## src/common/wdc_defines.vh

```
// Purpose: constants of the watchdog control and status block
// Assumes: byte-wide register port, 100 MHz core clock
// Notes:   offsets are byte addresses on the plain register port
`ifndef WDC_DEFINES_VH
`define WDC_DEFINES_VH

// --------------------------------------------------------------
// register offsets
// --------------------------------------------------------------
`define WDC_ADDR_W        4
`define WDC_OFF_CONTROL   4'h0
`define WDC_OFF_TA_KEY    4'h1
`define WDC_OFF_CLK_CTRL  4'h2
`define WDC_OFF_IRQ_EN    4'h3
`define WDC_OFF_STATUS    4'h4
`define WDC_OFF_MASK      4'h5

// --------------------------------------------------------------
// field positions
// --------------------------------------------------------------
`define WDC_BIT_POR       6
`define WDC_BIT_TIMEOUT   3
`define WDC_BIT_WRST      2
`define WDC_BIT_RST_EN    1
`define WDC_BIT_RESTART   0
`define WDC_BIT_SEL_HI    7
`define WDC_BIT_SEL_LO    6
`define WDC_BIT_WD_IRQ_EN 4
`define WDC_EV_TIMEOUT    0
`define WDC_EV_WRST       1
`define WDC_NUM_EV        2

// --------------------------------------------------------------
// reset values and keys
// --------------------------------------------------------------
`define WDC_SEL_RESET     2'h0
`define WDC_MASK_RESET    2'h0
`define WDC_KEY_FIRST     8'haa
`define WDC_KEY_SECOND    8'h55

// --------------------------------------------------------------
// timing counts
// --------------------------------------------------------------
`define WDC_TO_SEL0       131072
`define WDC_TO_SEL1       1048576
`define WDC_TO_SEL2       8388608
`define WDC_TO_SEL3       67108864
`define WDC_CNT_W         26
`define WDC_RST_DELAY     10'd512
`define WDC_MC_CLKS       4'd4
`define WDC_RST_MC        4'd2
`define WDC_RST_LEN       (`WDC_MC_CLKS * `WDC_RST_MC)
`define WDC_TA_WINDOW     4'd12

`endif

```

## src/rtl/wdc_top.v

```verilog
// Purpose: control flags, interval select, timed-access lock and
//          delayed reset of the core watchdog timer
// Assumes: reset-cause inputs and bus strobes are synchronous
//          one-cycle or level signals in the CORE_CLK domain
// Notes:   timeout counts are parameters so a bench can shorten them
//
// Notes on behaviour
// - power-on sets the power-on flag; only a software write clears it
// - with the watchdog interrupt enabled, a timeout sets the timeout flag
// - with it disabled the timeout flag is set too; only software clears it
// - a watchdog reset sets the reset flag, which survives that reset
// - a power-fail reset clears the watchdog reset flag
// - with reset enable low the watchdog leaves the reset flag alone
// - reset enable arms the watchdog reset; low means no reset at all
// - restart clears the counter and then clears itself
// - a timeout raises the watchdog interrupt request when enabled
// - with reset enabled and no restart, reset follows 512 clocks later
// - reset enable, timeout flag and restart need the aa then 55 unlock
// - a two-bit field in clock control selects the timeout interval
// - the interval field resets to the shortest, two to the seventeenth
// - field values 0..3 give 2^17, 2^20, 2^23 and 2^26 clocks
// - the watchdog reset lasts two machine cycles
// - power-on or power-fail disables; external or watchdog reset zeroes the count; only restart re-enables
//
// Design decisions made here: the strobed register port and the placing of the registers.
`timescale 1ns/1ps
`include "wdc_defines.vh"

module wdc_top #(
  parameter [31:0] TO_SEL0 = `WDC_TO_SEL0,
  parameter [31:0] TO_SEL1 = `WDC_TO_SEL1,
  parameter [31:0] TO_SEL2 = `WDC_TO_SEL2,
  parameter [31:0] TO_SEL3 = `WDC_TO_SEL3
) (
  input  wire                   CORE_CLK,
  input  wire                   ARST_N,
  input  wire [`WDC_ADDR_W-1:0] ADDR,
  input  wire [7:0]             WDATA,
  input  wire                   WR,
  input  wire                   RD,
  output reg  [7:0]             RDATA,
  input  wire                   PWR_ON_RST,
  input  wire                   PWR_FAIL_RST,
  input  wire                   EXT_RST,
  output reg                    WD_IRQ_REQ,
  output reg                    WD_RST_OUT,
  output reg                    IRQ
);

  // --------------------------------------------------------------
  // states of the timeout sequence
  // --------------------------------------------------------------
  localparam [2:0] ST_COUNT = 3'b001;
  localparam [2:0] ST_DELAY = 3'b010;
  localparam [2:0] ST_RESET = 3'b100;

  // terminal count of the selected interval, minus one
  function [`WDC_CNT_W-1:0] sel_last;
    input [1:0] sel;
    begin
      case (sel)
        2'h0:    sel_last = TO_SEL0[`WDC_CNT_W-1:0] - 1'b1;
        2'h1:    sel_last = TO_SEL1[`WDC_CNT_W-1:0] - 1'b1;
        2'h2:    sel_last = TO_SEL2[`WDC_CNT_W-1:0] - 1'b1;
        default: sel_last = TO_SEL3[`WDC_CNT_W-1:0] - 1'b1;
      endcase
    end
  endfunction

  // --------------------------------------------------------------
  // reset release
  // --------------------------------------------------------------
  reg [1:0] rst_sync_reg;
  wire      rst_n = rst_sync_reg[1];

  // release is delayed two edges so all flops leave reset together
  always @(posedge CORE_CLK or negedge ARST_N) begin
    if (!ARST_N) begin
      rst_sync_reg <= 2'h0;
    end else begin
      rst_sync_reg <= {rst_sync_reg[0], 1'b1};
    end
  end

  // --------------------------------------------------------------
  // registers
  // --------------------------------------------------------------
  reg                   por_reg;
  reg                   timeout_flag_reg;
  reg                   wrst_flag_reg;
  reg                   rst_en_reg;
  reg                   run_reg;
  reg [1:0]             sel_reg;
  reg                   irq_en_reg;
  reg [`WDC_NUM_EV-1:0] status_reg;
  reg [`WDC_NUM_EV-1:0] mask_reg;
  reg                   key_half_reg;
  reg [3:0]             ta_win_reg;
  reg [2:0]             state_reg;
  reg [`WDC_CNT_W-1:0]  cnt_reg;
  reg [9:0]             dly_reg;
  reg [3:0]             rlen_reg;

  // --------------------------------------------------------------
  // bus decode
  // --------------------------------------------------------------
  wire wr_ctrl   = WR && (ADDR == `WDC_OFF_CONTROL);
  wire wr_key    = WR && (ADDR == `WDC_OFF_TA_KEY);
  wire wr_clk    = WR && (ADDR == `WDC_OFF_CLK_CTRL);
  wire wr_irq_en = WR && (ADDR == `WDC_OFF_IRQ_EN);
  wire wr_mask   = WR && (ADDR == `WDC_OFF_MASK);
  wire rd_status = RD && (ADDR == `WDC_OFF_STATUS);
  wire unlocked  = (ta_win_reg != 4'h0);
  wire wr_prot   = wr_ctrl && unlocked;
  wire restart   = wr_prot && WDATA[`WDC_BIT_RESTART];

  // --------------------------------------------------------------
  // timed-access key
  // --------------------------------------------------------------
  // the window is short on purpose: errant code rarely hits both
  // keys and then the control register inside a few cycles
  always @(posedge CORE_CLK or negedge rst_n) begin
    if (!rst_n) begin
      key_half_reg <= 1'b0;
      ta_win_reg   <= 4'h0;
    end else begin
      if (wr_key) begin
        key_half_reg <= (WDATA == `WDC_KEY_FIRST);
      end
      if (wr_key && key_half_reg && (WDATA == `WDC_KEY_SECOND)) begin
        ta_win_reg <= `WDC_TA_WINDOW;
      end else if (wr_ctrl) begin
        ta_win_reg <= 4'h0;                                    // one write per unlock
      end else if (unlocked) begin
        ta_win_reg <= ta_win_reg - 4'h1;
      end
    end
  end

  // --------------------------------------------------------------
  // timeout sequence
  // --------------------------------------------------------------
  wire hard_rst   = PWR_ON_RST || PWR_FAIL_RST;
  wire at_last    = (cnt_reg == sel_last(sel_reg));
  wire timeout_ev = run_reg && at_last && !restart && !hard_rst;
  wire rst_start  = (state_reg == ST_DELAY) && (dly_reg == 10'd1) && !restart;
  wire rst_done   = (state_reg == ST_RESET) && (rlen_reg == 4'h1);

  reg [2:0] state_next;
  // next state of the delayed reset sequence
  always @* begin
    state_next = state_reg;
    case (state_reg)
      ST_COUNT: begin
        if (timeout_ev && rst_en_reg) begin
          state_next = ST_DELAY;
        end
      end
      ST_DELAY: begin
        if (restart || !rst_en_reg) begin
          state_next = ST_COUNT;
        end else if (rst_start) begin
          state_next = ST_RESET;
        end
      end
      ST_RESET: begin
        if (rst_done) begin
          state_next = ST_COUNT;
        end
      end
      default: begin
        state_next = ST_COUNT;
      end
    endcase
    if (hard_rst || EXT_RST) begin
      state_next = ST_COUNT;
    end
  end

  // counter, delay and reset length
  always @(posedge CORE_CLK or negedge rst_n) begin
    if (!rst_n) begin
      state_reg  <= ST_COUNT;
      cnt_reg    <= {`WDC_CNT_W{1'b0}};
      dly_reg    <= 10'd0;
      rlen_reg   <= 4'h0;
      run_reg    <= 1'b0;
      WD_RST_OUT <= 1'b0;
    end else begin
      state_reg <= state_next;
      // disabled by power loss, set running again only by a software restart
      if (hard_rst) begin
        run_reg <= 1'b0;
      end else if (restart) begin
        run_reg <= 1'b1;
      end
      if (hard_rst || EXT_RST || restart || rst_done || at_last) begin
        cnt_reg <= {`WDC_CNT_W{1'b0}};
      end else if (run_reg) begin
        cnt_reg <= cnt_reg + 1'b1;
      end
      if (state_next == ST_DELAY && state_reg != ST_DELAY) begin
        dly_reg <= `WDC_RST_DELAY;
      end else if (state_reg == ST_DELAY) begin
        dly_reg <= dly_reg - 10'd1;
      end
      if (state_next == ST_RESET && state_reg != ST_RESET) begin
        rlen_reg   <= `WDC_RST_LEN;
        WD_RST_OUT <= 1'b1;
      end else if (state_reg == ST_RESET && state_next == ST_RESET) begin
        rlen_reg <= rlen_reg - 4'h1;
      end else begin
        rlen_reg   <= 4'h0;
        WD_RST_OUT <= 1'b0;
      end
    end
  end

  // --------------------------------------------------------------
  // control flags
  // --------------------------------------------------------------
  wire wrst_ev = rst_start && rst_en_reg;

  // hardware set wins over a software clear in the same cycle
  always @(posedge CORE_CLK or negedge rst_n) begin
    if (!rst_n) begin
      por_reg          <= 1'b0;
      timeout_flag_reg <= 1'b0;
      wrst_flag_reg    <= 1'b0;
      rst_en_reg       <= 1'b0;
      sel_reg          <= `WDC_SEL_RESET;
      irq_en_reg       <= 1'b0;
    end else begin
      if (PWR_ON_RST) begin
        por_reg <= 1'b1;
      end else if (wr_ctrl) begin
        por_reg <= WDATA[`WDC_BIT_POR];
      end
      if (timeout_ev) begin
        timeout_flag_reg <= 1'b1;
      end else if (wr_prot) begin
        timeout_flag_reg <= WDATA[`WDC_BIT_TIMEOUT];
      end
      if (PWR_FAIL_RST) begin
        wrst_flag_reg <= 1'b0;
      end else if (wrst_ev) begin
        wrst_flag_reg <= 1'b1;
      end else if (wr_ctrl && !WDATA[`WDC_BIT_WRST]) begin
        wrst_flag_reg <= 1'b0;                                 // software clear only
      end
      if (hard_rst) begin
        rst_en_reg <= 1'b0;
      end else if (wr_prot) begin
        rst_en_reg <= WDATA[`WDC_BIT_RST_EN];
      end
      if (hard_rst) begin
        irq_en_reg <= 1'b0;
      end else if (wr_irq_en) begin
        irq_en_reg <= WDATA[`WDC_BIT_WD_IRQ_EN];
      end
      if (wr_clk) begin
        sel_reg <= {WDATA[`WDC_BIT_SEL_HI], WDATA[`WDC_BIT_SEL_LO]};
      end
    end
  end

  // --------------------------------------------------------------
  // interrupt status and mask
  // --------------------------------------------------------------
  wire [`WDC_NUM_EV-1:0] ev_vec;
  wire [`WDC_NUM_EV-1:0] status_next;
  wire [`WDC_NUM_EV-1:0] mask_next;

  assign ev_vec[`WDC_EV_TIMEOUT] = timeout_ev;
  assign ev_vec[`WDC_EV_WRST]    = wrst_ev;
  assign mask_next = wr_mask ? WDATA[`WDC_NUM_EV-1:0] : mask_reg;

  // sticky bits cleared by reading; an event in the read cycle stays
  genvar gi;
  generate
    for (gi = 0; gi < `WDC_NUM_EV; gi = gi + 1) begin : g_stat
      assign status_next[gi] = ev_vec[gi] | (status_reg[gi] & ~rd_status);
    end
  endgenerate

  always @(posedge CORE_CLK or negedge rst_n) begin
    if (!rst_n) begin
      status_reg <= {`WDC_NUM_EV{1'b0}};
      mask_reg   <= `WDC_MASK_RESET;
      IRQ        <= 1'b0;
      WD_IRQ_REQ <= 1'b0;
    end else begin
      status_reg <= status_next;
      mask_reg   <= mask_next;
      IRQ        <= |(status_next & mask_next);
      // level request to the interrupt controller
      WD_IRQ_REQ <= irq_en_reg & (timeout_flag_reg | timeout_ev);
    end
  end

  // --------------------------------------------------------------
  // read data
  // --------------------------------------------------------------
  reg [7:0] rd_next;
  // restart reads zero because it clears itself at once
  always @* begin
    rd_next = 8'h00;
    case (ADDR)
      `WDC_OFF_CONTROL: begin
        rd_next[`WDC_BIT_POR]     = por_reg;
        rd_next[`WDC_BIT_TIMEOUT] = timeout_flag_reg;
        rd_next[`WDC_BIT_WRST]    = wrst_flag_reg;
        rd_next[`WDC_BIT_RST_EN]  = rst_en_reg;
      end
      `WDC_OFF_CLK_CTRL: begin
        rd_next[`WDC_BIT_SEL_HI] = sel_reg[1];
        rd_next[`WDC_BIT_SEL_LO] = sel_reg[0];
      end
      `WDC_OFF_IRQ_EN: begin
        rd_next[`WDC_BIT_WD_IRQ_EN] = irq_en_reg;
      end
      `WDC_OFF_STATUS: begin
        rd_next[`WDC_NUM_EV-1:0] = status_reg;
      end
      `WDC_OFF_MASK: begin
        rd_next[`WDC_NUM_EV-1:0] = mask_reg;
      end
      default: begin
        rd_next = 8'h00;
      end
    endcase
  end

  always @(posedge CORE_CLK or negedge rst_n) begin
    if (!rst_n) begin
      RDATA <= 8'h00;
    end else if (RD) begin
      RDATA <= rd_next;
    end else begin
      RDATA <= 8'h00;
    end
  end

endmodule

```

## config.mk

```make
export PLATFORM = sky130hd
export DESIGN_NAME = wdc_top
export DESIGN_NICKNAME = d
export VERILOG_FILES = /design/src/rtl/wdc_top.v
export VERILOG_INCLUDE_DIRS = /design/src /design/src/common
export SDC_FILE = /design/constraint.sdc
export NUM_CORES = 1
export LEC_CHECK = 0
export ABC_CLOCK_PERIOD_IN_PS = 3100
export BUFFER_PORTS_ARGS = -buffer_cell sky130_fd_sc_hd__buf_4
export CAP_MARGIN = 20
export CORE_ASPECT_RATIO = 1.1
export CORE_MARGIN = 1.5
export CORE_UTILIZATION = 60
export DETAILED_ROUTE_END_ITERATION = 10
export PLACE_DENSITY = 0.8
export SYNTH_ARGS = -nofsm -noshare
export SYNTH_HDL_FRONTEND = slang
export SYNTH_SLANG_ARGS = --single-unit
```

## constraint.sdc

```tcl
create_clock -name CORE_CLK -period 3.1 [get_ports CORE_CLK]
set_clock_uncertainty 0.15 [all_clocks]
set_input_delay 0.155 -clock CORE_CLK [delete_from_list [all_inputs] [get_ports CORE_CLK]]
set_output_delay 0.155 -clock CORE_CLK [all_outputs]
set_load 0.01 [all_outputs]
```

==> results of run 1 <==
## power by group through the flow
stage                     sequential [mW]  combinational [mW]  clock, mW
after CTS                            1.04               0.246      0.839
final                                1.04               0.250      0.818
after floorplan                      1.05               0.164          0
after detailed placement             1.06               0.231          0
after global placement               1.05               0.223          0
after global routing                 1.05               0.283      0.888
## through the flow
step	total power [mW]	instance area, um2	worst slack (ps)
6_report	2.106	4349	610.3
5_1_grt	2.217	4349	420.0
4_1_cts	2.123	4349	600.3
3_5_place_dp	1.286	3948	624.6
3_3_place_gp	1.276	3948	697.4
2_1_floorplan	1.212	3675	798.2
## area by class of cell
class,count,area [um2]
clock buffer,11,141.4
clock inverter,5,80.08
fill,423,1493
inverter,16,60.06
multi-input combinational,273,1747
sequential,72,1804
tap,77,96.34
timing repair buffer,50,420.4
## critical path: stages, from the launching register on
cell,delay (ps)
sky130_fd_sc_hd__dfrtp_1,410
sky130_fd_sc_hd__inv_1,70
sky130_fd_sc_hd__ha_1,190
sky130_fd_sc_hd__or3b_2,470
sky130_fd_sc_hd__nand4b_1,260
sky130_fd_sc_hd__and4_1,300
sky130_fd_sc_hd__and3_1,370
sky130_fd_sc_hd__o21ai_0,150
## synth_stat cells, types with 3 or more instances
library cell,number
sky130_fd_sc_hd__and3_1,8
sky130_fd_sc_hd__a21oi_1,4
sky130_fd_sc_hd__o21ai_0,14
sky130_fd_sc_hd__nand2_1,35
sky130_fd_sc_hd__mux2i_1,8
sky130_fd_sc_hd__nand4_1,11
sky130_fd_sc_hd__or3b_2,3
sky130_fd_sc_hd__dfrtp_1,71
sky130_fd_sc_hd__a31oi_1,3
sky130_fd_sc_hd__inv_1,16
sky130_fd_sc_hd__or4_1,3
sky130_fd_sc_hd__nor4_1,7
sky130_fd_sc_hd__nand2b_1,3
sky130_fd_sc_hd__or2_2,4
sky130_fd_sc_hd__mux2_2,3
sky130_fd_sc_hd__nor3_2,3
sky130_fd_sc_hd__nor3_1,11
sky130_fd_sc_hd__nor2_1,50
sky130_fd_sc_hd__xor2_1,18
sky130_fd_sc_hd__xnor2_1,15
sky130_fd_sc_hd__nand3_1,18
sky130_fd_sc_hd__and4_1,4
sky130_fd_sc_hd__nor3b_1,5
sky130_fd_sc_hd__ha_1,6
sky130_fd_sc_hd__clkbuf_1,4
sky130_fd_sc_hd__nor4b_1,3
sky130_fd_sc_hd__nor4bb_1,3
## per-layer routing
metal | routed length, um | part of all wire [%]
met1 | 3271 | 44
met2 | 3729 | 50
met5 | 0 | 0
met4 | 136 | 1.8
met3 | 343 | 4.6
## final timing paths
| path | startpoint | endpoint | slack (ps) | cells after the start |
|---|---|---|---|---|
| min in group asynchronous | rst_sync_reg[1] | rlen_reg[3] | 130 | 0 |
| max | ta_win_reg[0] | dly_reg[8] | 610 | 7 |
| max in group asynchronous | rst_sync_reg[1] | cnt_reg[10] | 1930 | 1 |
| min reg2reg | rst_sync_reg[1] | rlen_reg[3] | 130 | 0 |
| min | RD | RDATA[1] | 40 | 3 |
| max reg2reg | ta_win_reg[0] | dly_reg[8] | 610 | 7 |
## kinds of logic (layout without fill, tap and decap cells)
logic type      count (synthesis)  count (layout)
buf+inv                        27              82
simple gates                  183             183
other cells                     2               2
flops                          72              72
xor+xnor                       33              33
compound gates                 38              38
fa+ha+maj                       6               6
mux                            11              11
==> flow_metrics.env, run 1 <==
export IMPL_synthArstFlopShare_pct=100.0
export IMPL_netSwitchingFraction_pct=24.66
export IMPL_most_common_layout_cells="70 x sky130_fd_sc_hd__dfrtp_1, 50 x sky130_fd_sc_hd__nor2_1, 35 x sky130_fd_sc_hd__nand2_1"
export IMPL_synthAdderAreaFrac_pct=2.043
export IMPL_status="finished, final reports clean"
export IMPL_route_detailed_vias_per_inst=5.645
export IMPL_power_frac_comb_pct=11.9
export IMPL_tightest_slew_ps=894.8
export IMPL_clkPwrFrac_pct=38.8
export IMPL_clk_latency_ps=340
export IMPL_initial_utilization_pct=62.90
export IMPL_ys_warnings_count=0
export IMPL_switchingPower_mw=0.5194
export IMPL_n_antenna_cell=0
export IMPL_worst_endpoint_required_ps=3170
export IMPL_postRouteAntennaNets=0
export IMPL_postSynth_topFlopCell="sky130_fd_sc_hd__dfrtp_1"
export IMPL_post_cts_hold_buffer_count=18
export IMPL_post_synth_main_area_contributors="sky130_fd_sc_hd__dfrtp_1 48%, sky130_fd_sc_hd__nor2_1 5.1%, sky130_fd_sc_hd__xor2_1 4.3%"
export IMPL_endpoint_kind_of_the_worst_setup_timing_path="flip-flop"
export IMPL_critPathMaxFanout=10
export IMPL_slew_headroom_pct=39.79
export IMPL_fin_setup_tns_ps=0
export IMPL_power_per_cell_area_mw_per_mm2=484.3
export IMPL_synth_seq_area_share_pct=49.06
export IMPL_global_route_usage_met2_pct=41.66
export IMPL_wirelength_um=7481
export IMPL_finalHoldWorstSlack_ps=40.88
export IMPL_tritoncts_num_buffers=9
export IMPL_final_common_cell="sky130_fd_sc_hd__dfrtp_1"
export IMPL_clkTransAtPathRegs_ps=80
export IMPL_share_of_yosys_cell_area_claimed_by_the_top_area_cell_type_pct=48.35
export IMPL_synth_seq_cells=72
export IMPL_largest_net_degree_at_the_start_of_global_routing=29
export IMPL_cts_tree="built"
export IMPL_aggregate_global_routing_overflow=0
export IMPL_grt_first_pass_wirelength_um=13000
export IMPL_synth_enable_flop_cells=0
export IMPL_placementRows=29
export IMPL_timing_max_cap_violations=0
export IMPL_cts_sinks=72
export IMPL_drt_first_pass_iters=4
export IMPL_timing_final_crit_period_ps=2490
export IMPL_placement_io_buffers=28
export IMPL_syn_area_per_cell_um2=9.878
export IMPL_p_leak_nw=1.871
export IMPL_synth_compound_gate_area_share_pct=6.742
export IMPL_yosys_mux_area_fraction_pct=3.098
export IMPL_final_min_period_over_clock_period_pct=80.31
export IMPL_htree_num_levels=3
export IMPL_post_synth_top_area_cell="sky130_fd_sc_hd__dfrtp_1"
export IMPL_finish_cell_count_without_fillers=504
export IMPL_start_kind="flip-flop"
export IMPL_routabilityCongestion=0.8419
export IMPL_slew_viol_final=0
export IMPL_chipWidth_um=77.62
export IMPL_core_area_mm2=0.005842
export IMPL_timing_critical_path_arrival_ps=2560
export IMPL_clockRootBuffer="sky130_fd_sc_hd__clkbuf_8"
export IMPL_avgRoutedWirePerCell_um=14.84
export IMPL_vias_in_the_first_global_route=2917
export IMPL_hold_crit_path_type="in -> reg"
export IMPL_max_reg_flops=26
export IMPL_buffer_depth_of_the_longest_clock_path=2
export IMPL_seq_power_share_pct=49.3
export IMPL_detailroute_via_count=2845
export IMPL_synth_nets=397
export IMPL_largest_family_of_logic_cells_by_synthesized_area="simple AND/OR/NAND/NOR gates"
export IMPL_p_int_mw=1.587
export IMPL_grt_usage_pct=25.31
export IMPL_dieHeight_um=85.08
export IMPL_grt_busiest_layer="met2"
export IMPL_synthToLayoutAreaGrowth_pct=18.35
export IMPL_top_level_i_o_count=30
export IMPL_met1_usage_grt_pct=31.57
export IMPL_post_synth_inst_count=372
export IMPL_cts_setup_buffers=0
export IMPL_initial_antenna_violation_count=0
export IMPL_final_layout_net_count=447
export IMPL_setup_viol=0
export IMPL_grt_util_met3_pct=7.204
export IMPL_drc=0
export IMPL_setup_worst_path_class="reg -> reg"
export IMPL_fin_util_pct=74.45
export IMPL_maxClockFrequency_mhz=401.7
export IMPL_placedCellCount=470
export IMPL_cts_repair_resized=0
export IMPL_simple_gate_portion_of_the_synthesized_area_pct=27.58
export IMPL_yosys_area_share_xor_xnor_pct=7.865
export IMPL_irDropWorstVdd_v=0.0004001
export IMPL_dp_hpwl_um=5062
export IMPL_final_layout_size_suffix_gt1_share_pct=16.63
export IMPL_post_synth_instance_area_mm2=0.003675
export IMPL_first_iter_violations=215
export IMPL_die_area_mm2=0.006603
export IMPL_hold_viol=0
export IMPL_synthDistinctLibCells=56
export IMPL_setup_repair_after_global_routing_missed_its_margin="false"
Note: power is estimated with default switching activity, not from simulation.
==> inputs of run 2 (changes only) <==
--- a/config.mk
+++ b/config.mk
@@ -6,7 +6,7 @@
 export SDC_FILE = /design/constraint.sdc
 export NUM_CORES = 1
 export LEC_CHECK = 0
-export ABC_CLOCK_PERIOD_IN_PS = 3100
+export ABC_CLOCK_PERIOD_IN_PS = 2600
 export BUFFER_PORTS_ARGS = -buffer_cell sky130_fd_sc_hd__buf_4
 export CAP_MARGIN = 20
 export CORE_ASPECT_RATIO = 1.1
==> constraint.sdc (replaced) <==
create_clock -name CORE_CLK -period 2.6 [get_ports CORE_CLK]
set_clock_uncertainty 0.15 [all_clocks]
set_input_delay 0.13 -clock CORE_CLK [delete_from_list [all_inputs] [get_ports CORE_CLK]]
set_output_delay 0.13 -clock CORE_CLK [all_outputs]
set_load 0.01 [all_outputs]
==> run 2 against run 1 <==
Compared with the run above: worst setup slack got worse by 470 ps; sequential power increased by 18%; combinational power increased by 22%; utilization increased by 0.49 points; sequential share of layout area decreased by 0.27 points; clock power decreased by 6.4%.
==> flow_metrics.env, run 2 (same netlist as run 1, synthesis figures left out) <==
export IMPL_chipWidth_um=77.62
export IMPL_power_per_cell_area_mw_per_mm2=525.2
export IMPL_n_antenna_cell=0
export IMPL_slew_viol_final=0
export IMPL_dieHeight_um=85.08
export IMPL_max_reg_flops=26
export IMPL_drt_first_pass_iters=4
export IMPL_placementRows=29
export IMPL_start_kind="input pin"
export IMPL_endpoint_kind_of_the_worst_setup_timing_path="flip-flop"
export IMPL_timing_final_crit_period_ps=2459
export IMPL_worst_endpoint_required_ps=2690
export IMPL_initial_antenna_violation_count=0
export IMPL_routabilityCongestion=0.8199
export IMPL_critPathMaxFanout=12
export IMPL_htree_num_levels=3
export IMPL_hold_crit_path_type="in -> reg"
export IMPL_wirelength_um=7713
export IMPL_irDropWorstVdd_v=0.0003357
export IMPL_largest_net_degree_at_the_start_of_global_routing=38
export IMPL_cts_tree="built"
export IMPL_nFillCells=413
export IMPL_setup_viol=0
export IMPL_buffer_depth_of_the_longest_clock_path=2
export IMPL_area_occupied_by_multi_input_gates_mm2=0.001759
export IMPL_clkTransAtPathRegs_ps=80
export IMPL_drc=0
export IMPL_tritoncts_num_buffers=9
export IMPL_tightest_slew_ps=679.6
export IMPL_status="finished, final reports clean"
export IMPL_synthToLayoutAreaGrowth_pct=19.14
export IMPL_fin_setup_tns_ps=0
export IMPL_worst_r2r_path_cells=5
export IMPL_most_common_layout_cells="70 x sky130_fd_sc_hd__dfrtp_1, 50 x sky130_fd_sc_hd__nor2_1, 35 x sky130_fd_sc_hd__nand2_1, 35 x sky130_fd_sc_hd__buf_4, 21 x sky130_fd_sc_hd__dlygate4sd3_1"
export IMPL_placement_io_buffers=28
export IMPL_placedCellCount=474
export IMPL_avgRoutedWirePerCell_um=15.09
export IMPL_holdPathStages=3
export IMPL_route_detailed_vias_per_inst=5.728
export IMPL_aggregate_global_routing_overflow=0
export IMPL_timing_max_cap_violations=0
export IMPL_detailroute_via_count=2927
export IMPL_grt_first_pass_wirelength_um=13490
export IMPL_p_leak_nw=1.891
export IMPL_clockRootBuffer="sky130_fd_sc_hd__clkbuf_8"
export IMPL_core_area_mm2=0.005842
export IMPL_final_seq_area_mm2=0.001804
export IMPL_final_layout_net_count=454
export IMPL_hold_viol=0
export IMPL_postRouteAntennaNets=0
export IMPL_fin_util_pct=74.94
export IMPL_die_area_mm2=0.006603
export IMPL_vias_in_the_first_global_route=2992
export IMPL_timing_critical_path_arrival_ps=2550
export IMPL_top_level_i_o_count=30
export IMPL_dp_hpwl_um=5253
export IMPL_maxClockFrequency_mhz=406.7
export IMPL_setup_worst_path_class="in -> reg"
export IMPL_clk_latency_ps=350
export IMPL_final_min_period_over_clock_period_pct=94.57
export IMPL_final_common_cell="sky130_fd_sc_hd__dfrtp_1"
export IMPL_finalHoldWorstSlack_ps=5.763
export IMPL_first_iter_violations=169
export IMPL_cts_sinks=72
export IMPL_slew_headroom_pct=54.28
export IMPL_finish_cell_count_without_fillers=511
export IMPL_initial_utilization_pct=62.90
export IMPL_final_layout_size_suffix_gt1_share_pct=17.28
export IMPL_setup_repair_after_global_routing_missed_its_margin="false"
export IMPL_grt_usage_pct=26.09
## run 2: cell count changes in the layout (fill, tap and decap cells not counted), sizes merged
cell / delta
bufinv: -2
dlygate4sd3: +3
clkinv: +3
clkinvlp: -2
clkbuf: +1
buf: +4
## run 2: worst paths after layout
path | startpoint | endpoint | slack, ps
min | RD | RDATA[6] | 6
max | ADDR[0] | wrst_flag_reg | 140
max in group asynchronous | ARST_N | rst_sync_reg[1] | 1680
min in group asynchronous | rst_sync_reg[1] | rlen_reg[1] | 140
max reg2reg | dly_reg[2] | wrst_flag_reg | 160
min reg2reg | rst_sync_reg[1] | rlen_reg[1] | 140
## run 2: area by class of cell
type | count | share of cell area, %
clock buffers | 12 | 3.315
inverters | 16 | 1.372
multi-input cells | 273 | 40.18
flip-flops and latches | 72 | 41.21
repair buffers | 57 | 11.26
clock inverters | 4 | 0.4573
well taps | 77 | 2.201
## run 2: power breakdown
| part | switching [mW] | leakage, nW | total, mW | internal (mW) |
|---|---|---|---|---|
| Sequential | 0.0494 | 0.929 | 1.23 | 1.18 |
| Combinational | 0.154 | 0.872 | 0.306 | 0.152 |
| Clock | 0.400 | 0.0899 | 0.766 | 0.366 |
## run 2: worst max-delay path, cell delays in order
cell	delay [ps]
sky130_fd_sc_hd__dlygate4sd3_1	550
sky130_fd_sc_hd__buf_4	190
sky130_fd_sc_hd__nor4b_2	450
sky130_fd_sc_hd__nand2b_1	290
sky130_fd_sc_hd__o21ai_0	310
sky130_fd_sc_hd__a21oi_2	90
sky130_fd_sc_hd__dlygate4sd3_1	550
## run 2: through the flow
stage | cell area [um2] | setup WS (ps) | total power [mW]
6_report | 4378 | 141.2 | 2.299
3_3_place_gp | 3990 | 358.1 | 1.522
4_1_cts | 4365 | 104.5 | 2.315
3_5_place_dp | 3990 | 261.1 | 1.530
5_1_grt | 4378 | 7.764 | 2.412
2_1_floorplan | 3675 | 298.2 | 1.446
## run 2: per-layer routing
metal | vias up | routed length, um | GRT usage, %
met5 | - | 0 | 0
met4 | 0 | 250 | 15.37
met3 | 26 | 288 | 3.441
met2 | 87 | 3901 | 43.79
met1 | 1404 | 3272 | 32.21
li1 | 1410 | - | -
## run 2: what timing repair did
action                     CTS  global route
hold buffers                21             0
buffers inserted             0             0
setup endpoints to repair    0             1
hold endpoints to repair    19             0
resized for setup            0             2
==> inputs of run 3 (changes only) <==
--- a/config.mk
+++ b/config.mk
@@ -13,7 +13,7 @@
 export CORE_MARGIN = 1.5
 export CORE_UTILIZATION = 60
 export DETAILED_ROUTE_END_ITERATION = 10
-export PLACE_DENSITY = 0.8
+export PLACE_DENSITY = 0.82
 export SYNTH_ARGS = -nofsm -noshare
 export SYNTH_HDL_FRONTEND = slang
 export SYNTH_SLANG_ARGS = --single-unit
==> run 3 against run 2 <==
Compared with the run above: first-iteration DRC count up 36%; register-to-register slack worse by 100 ps; critical path depth up 1; total power up 2.4%; routed wire length up 4.0%; worst setup slack worse by 82 ps; clock power up 5.9%; sequential cell count unchanged; largest cell class unchanged; largest power group unchanged; highest routed layer unchanged.
==> flow_metrics.env, run 3 (same netlist as run 1, synthesis figures left out) <==
export IMPL_placement_io_buffers=28
export IMPL_vias_in_the_first_global_route=2952
export IMPL_tritoncts_num_buffers=9
export IMPL_grt_usage_pct=26.47
export IMPL_clk_latency_ps=350
export IMPL_avgRoutedWirePerCell_um=15.75
export IMPL_finish_cell_count_without_fillers=509
export IMPL_final_layout_net_count=454
export IMPL_cts_sinks=72
export IMPL_reg2reg_slack_ps=60
export IMPL_met2_length_um=4127
export IMPL_core_area_mm2=0.005842
export IMPL_initial_antenna_violation_count=0
export IMPL_endpoint_kind_of_the_worst_setup_timing_path="flip-flop"
export IMPL_cts_tree="built"
export IMPL_clockRootBuffer="sky130_fd_sc_hd__clkbuf_8"
export IMPL_final_layout_size_suffix_gt1_share_pct=16.90
export IMPL_worst_endpoint_required_ps=2750
export IMPL_hold_viol=0
export IMPL_buffer_depth_of_the_longest_clock_path=2
export IMPL_fin_setup_tns_ps=0
export IMPL_wirelength_um=8019
export IMPL_most_common_layout_cells="70 x sky130_fd_sc_hd__dfrtp_1, 50 x sky130_fd_sc_hd__nor2_1, 35 x sky130_fd_sc_hd__nand2_1"
export IMPL_irDropWorstVdd_v=0.0003420
export IMPL_initial_utilization_pct=62.90
export IMPL_grt_first_pass_wirelength_um=13650
export IMPL_placementRows=29
export IMPL_timing_max_cap_violations=0
export IMPL_power_per_cell_area_mw_per_mm2=535.2
export IMPL_top_layer="met4"
export IMPL_timing_critical_path_arrival_ps=2690
export IMPL_start_kind="flip-flop"
export IMPL_tightest_slew_ps=636.9
export IMPL_slew_headroom_pct=57.15
export IMPL_placedCellCount=473
export IMPL_first_iter_violations=229
export IMPL_detailroute_via_count=2875
export IMPL_synthToLayoutAreaGrowth_pct=19.68
export IMPL_max_reg_flops=26
export IMPL_final_seq_area_mm2=0.001804
export IMPL_clkTransAtPathRegs_ps=80
export IMPL_top_level_i_o_count=30
export IMPL_postRouteAntennaNets=0
export IMPL_n_antenna_cell=0
export IMPL_status="finished, final reports clean"
export IMPL_critPathMaxFanout=5
export IMPL_final_common_cell="sky130_fd_sc_hd__dfrtp_1"
export IMPL_drt_first_pass_iters=4
export IMPL_chipWidth_um=77.62
export IMPL_slew_viol_final=0
export IMPL_largest_net_degree_at_the_start_of_global_routing=71
export IMPL_nFillCells=394
export IMPL_p_leak_nw=1.912
export IMPL_die_area_mm2=0.006603
export IMPL_hold_crit_path_type="in -> reg"
export IMPL_final_min_period_over_clock_period_pct=97.73
export IMPL_maxClockFrequency_mhz=393.6
export IMPL_met1_length_um=3427
export IMPL_routabilityCongestion=0.8300
export IMPL_timing_final_crit_period_ps=2541
export IMPL_setup_worst_path_class="reg -> reg"
export IMPL_dieHeight_um=85.08
export IMPL_fin_util_pct=75.28
export IMPL_route_detailed_vias_per_inst=5.648
export IMPL_dp_hpwl_um=5255
export IMPL_htree_num_levels=3
export IMPL_drc=0
export IMPL_met3_wirelength_um=261
export IMPL_area_occupied_by_multi_input_gates_mm2=0.001759
export IMPL_setup_viol=0
export IMPL_aggregate_global_routing_overflow=0
## run 3: cell count changes in the layout (fill, tap and decap cells not counted)
cell	before	now
sky130_fd_sc_hd__nor4b_4	0	1
sky130_fd_sc_hd__nor4b_2	1	0
sky130_fd_sc_hd__nand4_4	1	0
sky130_fd_sc_hd__clkbuf_8	10	12
sky130_fd_sc_hd__buf_4	35	34
sky130_fd_sc_hd__nand4_2	1	2
sky130_fd_sc_hd__buf_12	1	2
sky130_fd_sc_hd__clkinv_2	4	0
## run 3: cell type report
cell class                      count  area share, %
Multi-Input combinational cell    273          40.00
Tap cell                           77          2.191
Clock buffer                       14          3.926
Sequential cell                    72          41.02
Inverter                           16          1.366
Timing Repair Buffer               57          11.49
## run 3: critical path, cell delays in order (launching register included)
cell and delay (ps):
sky130_fd_sc_hd__dfrtp_1 400, sky130_fd_sc_hd__inv_1 70, sky130_fd_sc_hd__ha_1 190, sky130_fd_sc_hd__or3b_2 470, sky130_fd_sc_hd__nand4b_1 140, sky130_fd_sc_hd__buf_4 150, sky130_fd_sc_hd__nand4_2 170, sky130_fd_sc_hd__a21oi_2 200
sky130_fd_sc_hd__dlygate4sd3_1 560
## run 3: worst paths after layout
kind                                 start              end  cells past startpoint
hold reg to reg            rst_sync_reg[1]      rlen_reg[2]                      1
min in group asynchronous  rst_sync_reg[1]      rlen_reg[2]                      1
setup reg to reg             ta_win_reg[0]    wrst_flag_reg                      8
max in group asynchronous           ARST_N  rst_sync_reg[1]                      3
setup / recovery             ta_win_reg[0]    wrst_flag_reg                      8
hold / removal                          RD         RDATA[6]                      3
## run 3: report_power, final
| part | leakage (nW) | switching [mW] | internal (mW) |
|---|---|---|---|
| logic | 0.894 | 0.156 | 0.157 |
| clock network | 0.0886 | 0.395 | 0.416 |
| registers | 0.929 | 0.0525 | 1.18 |
| total | 1.91 | 0.604 | 1.75 |
## run 3: timing repair
item                                    4_1_cts  5_1_grt
endpoints found under the hold margin        20        0
endpoints found under the setup margin        0        2
hold buffers                                 21        0
resized for setup                             0        2
buffers inserted                              0        1
## run 3: layer usage
layer / up-vias / track usage [%]
li1: 1406 / -
met1: 1389 / 32.36
met2: 64 / 45.77
met3: 16 / 3.978
met4: 0 / 12.73
met5: - / 0
## run 3: per-stage QoR
| stage | hold WS (ps) | instance area [um2] | total power [mW] | worst slack (ps) |
|---|---|---|---|---|
| after floorplan | -315.6 | 3675 | 1.446 | 298.2 |
| after global placement | -237.8 | 3995 | 1.522 | 346.9 |
| after detailed placement | -237.2 | 3995 | 1.537 | 263.3 |
| after CTS | 4.551 | 4378 | 2.351 | 65.57 |
| after global routing | 40.91 | 4398 | 2.465 | -25.57 |
| final | 24.82 | 4398 | 2.354 | 59.04 |
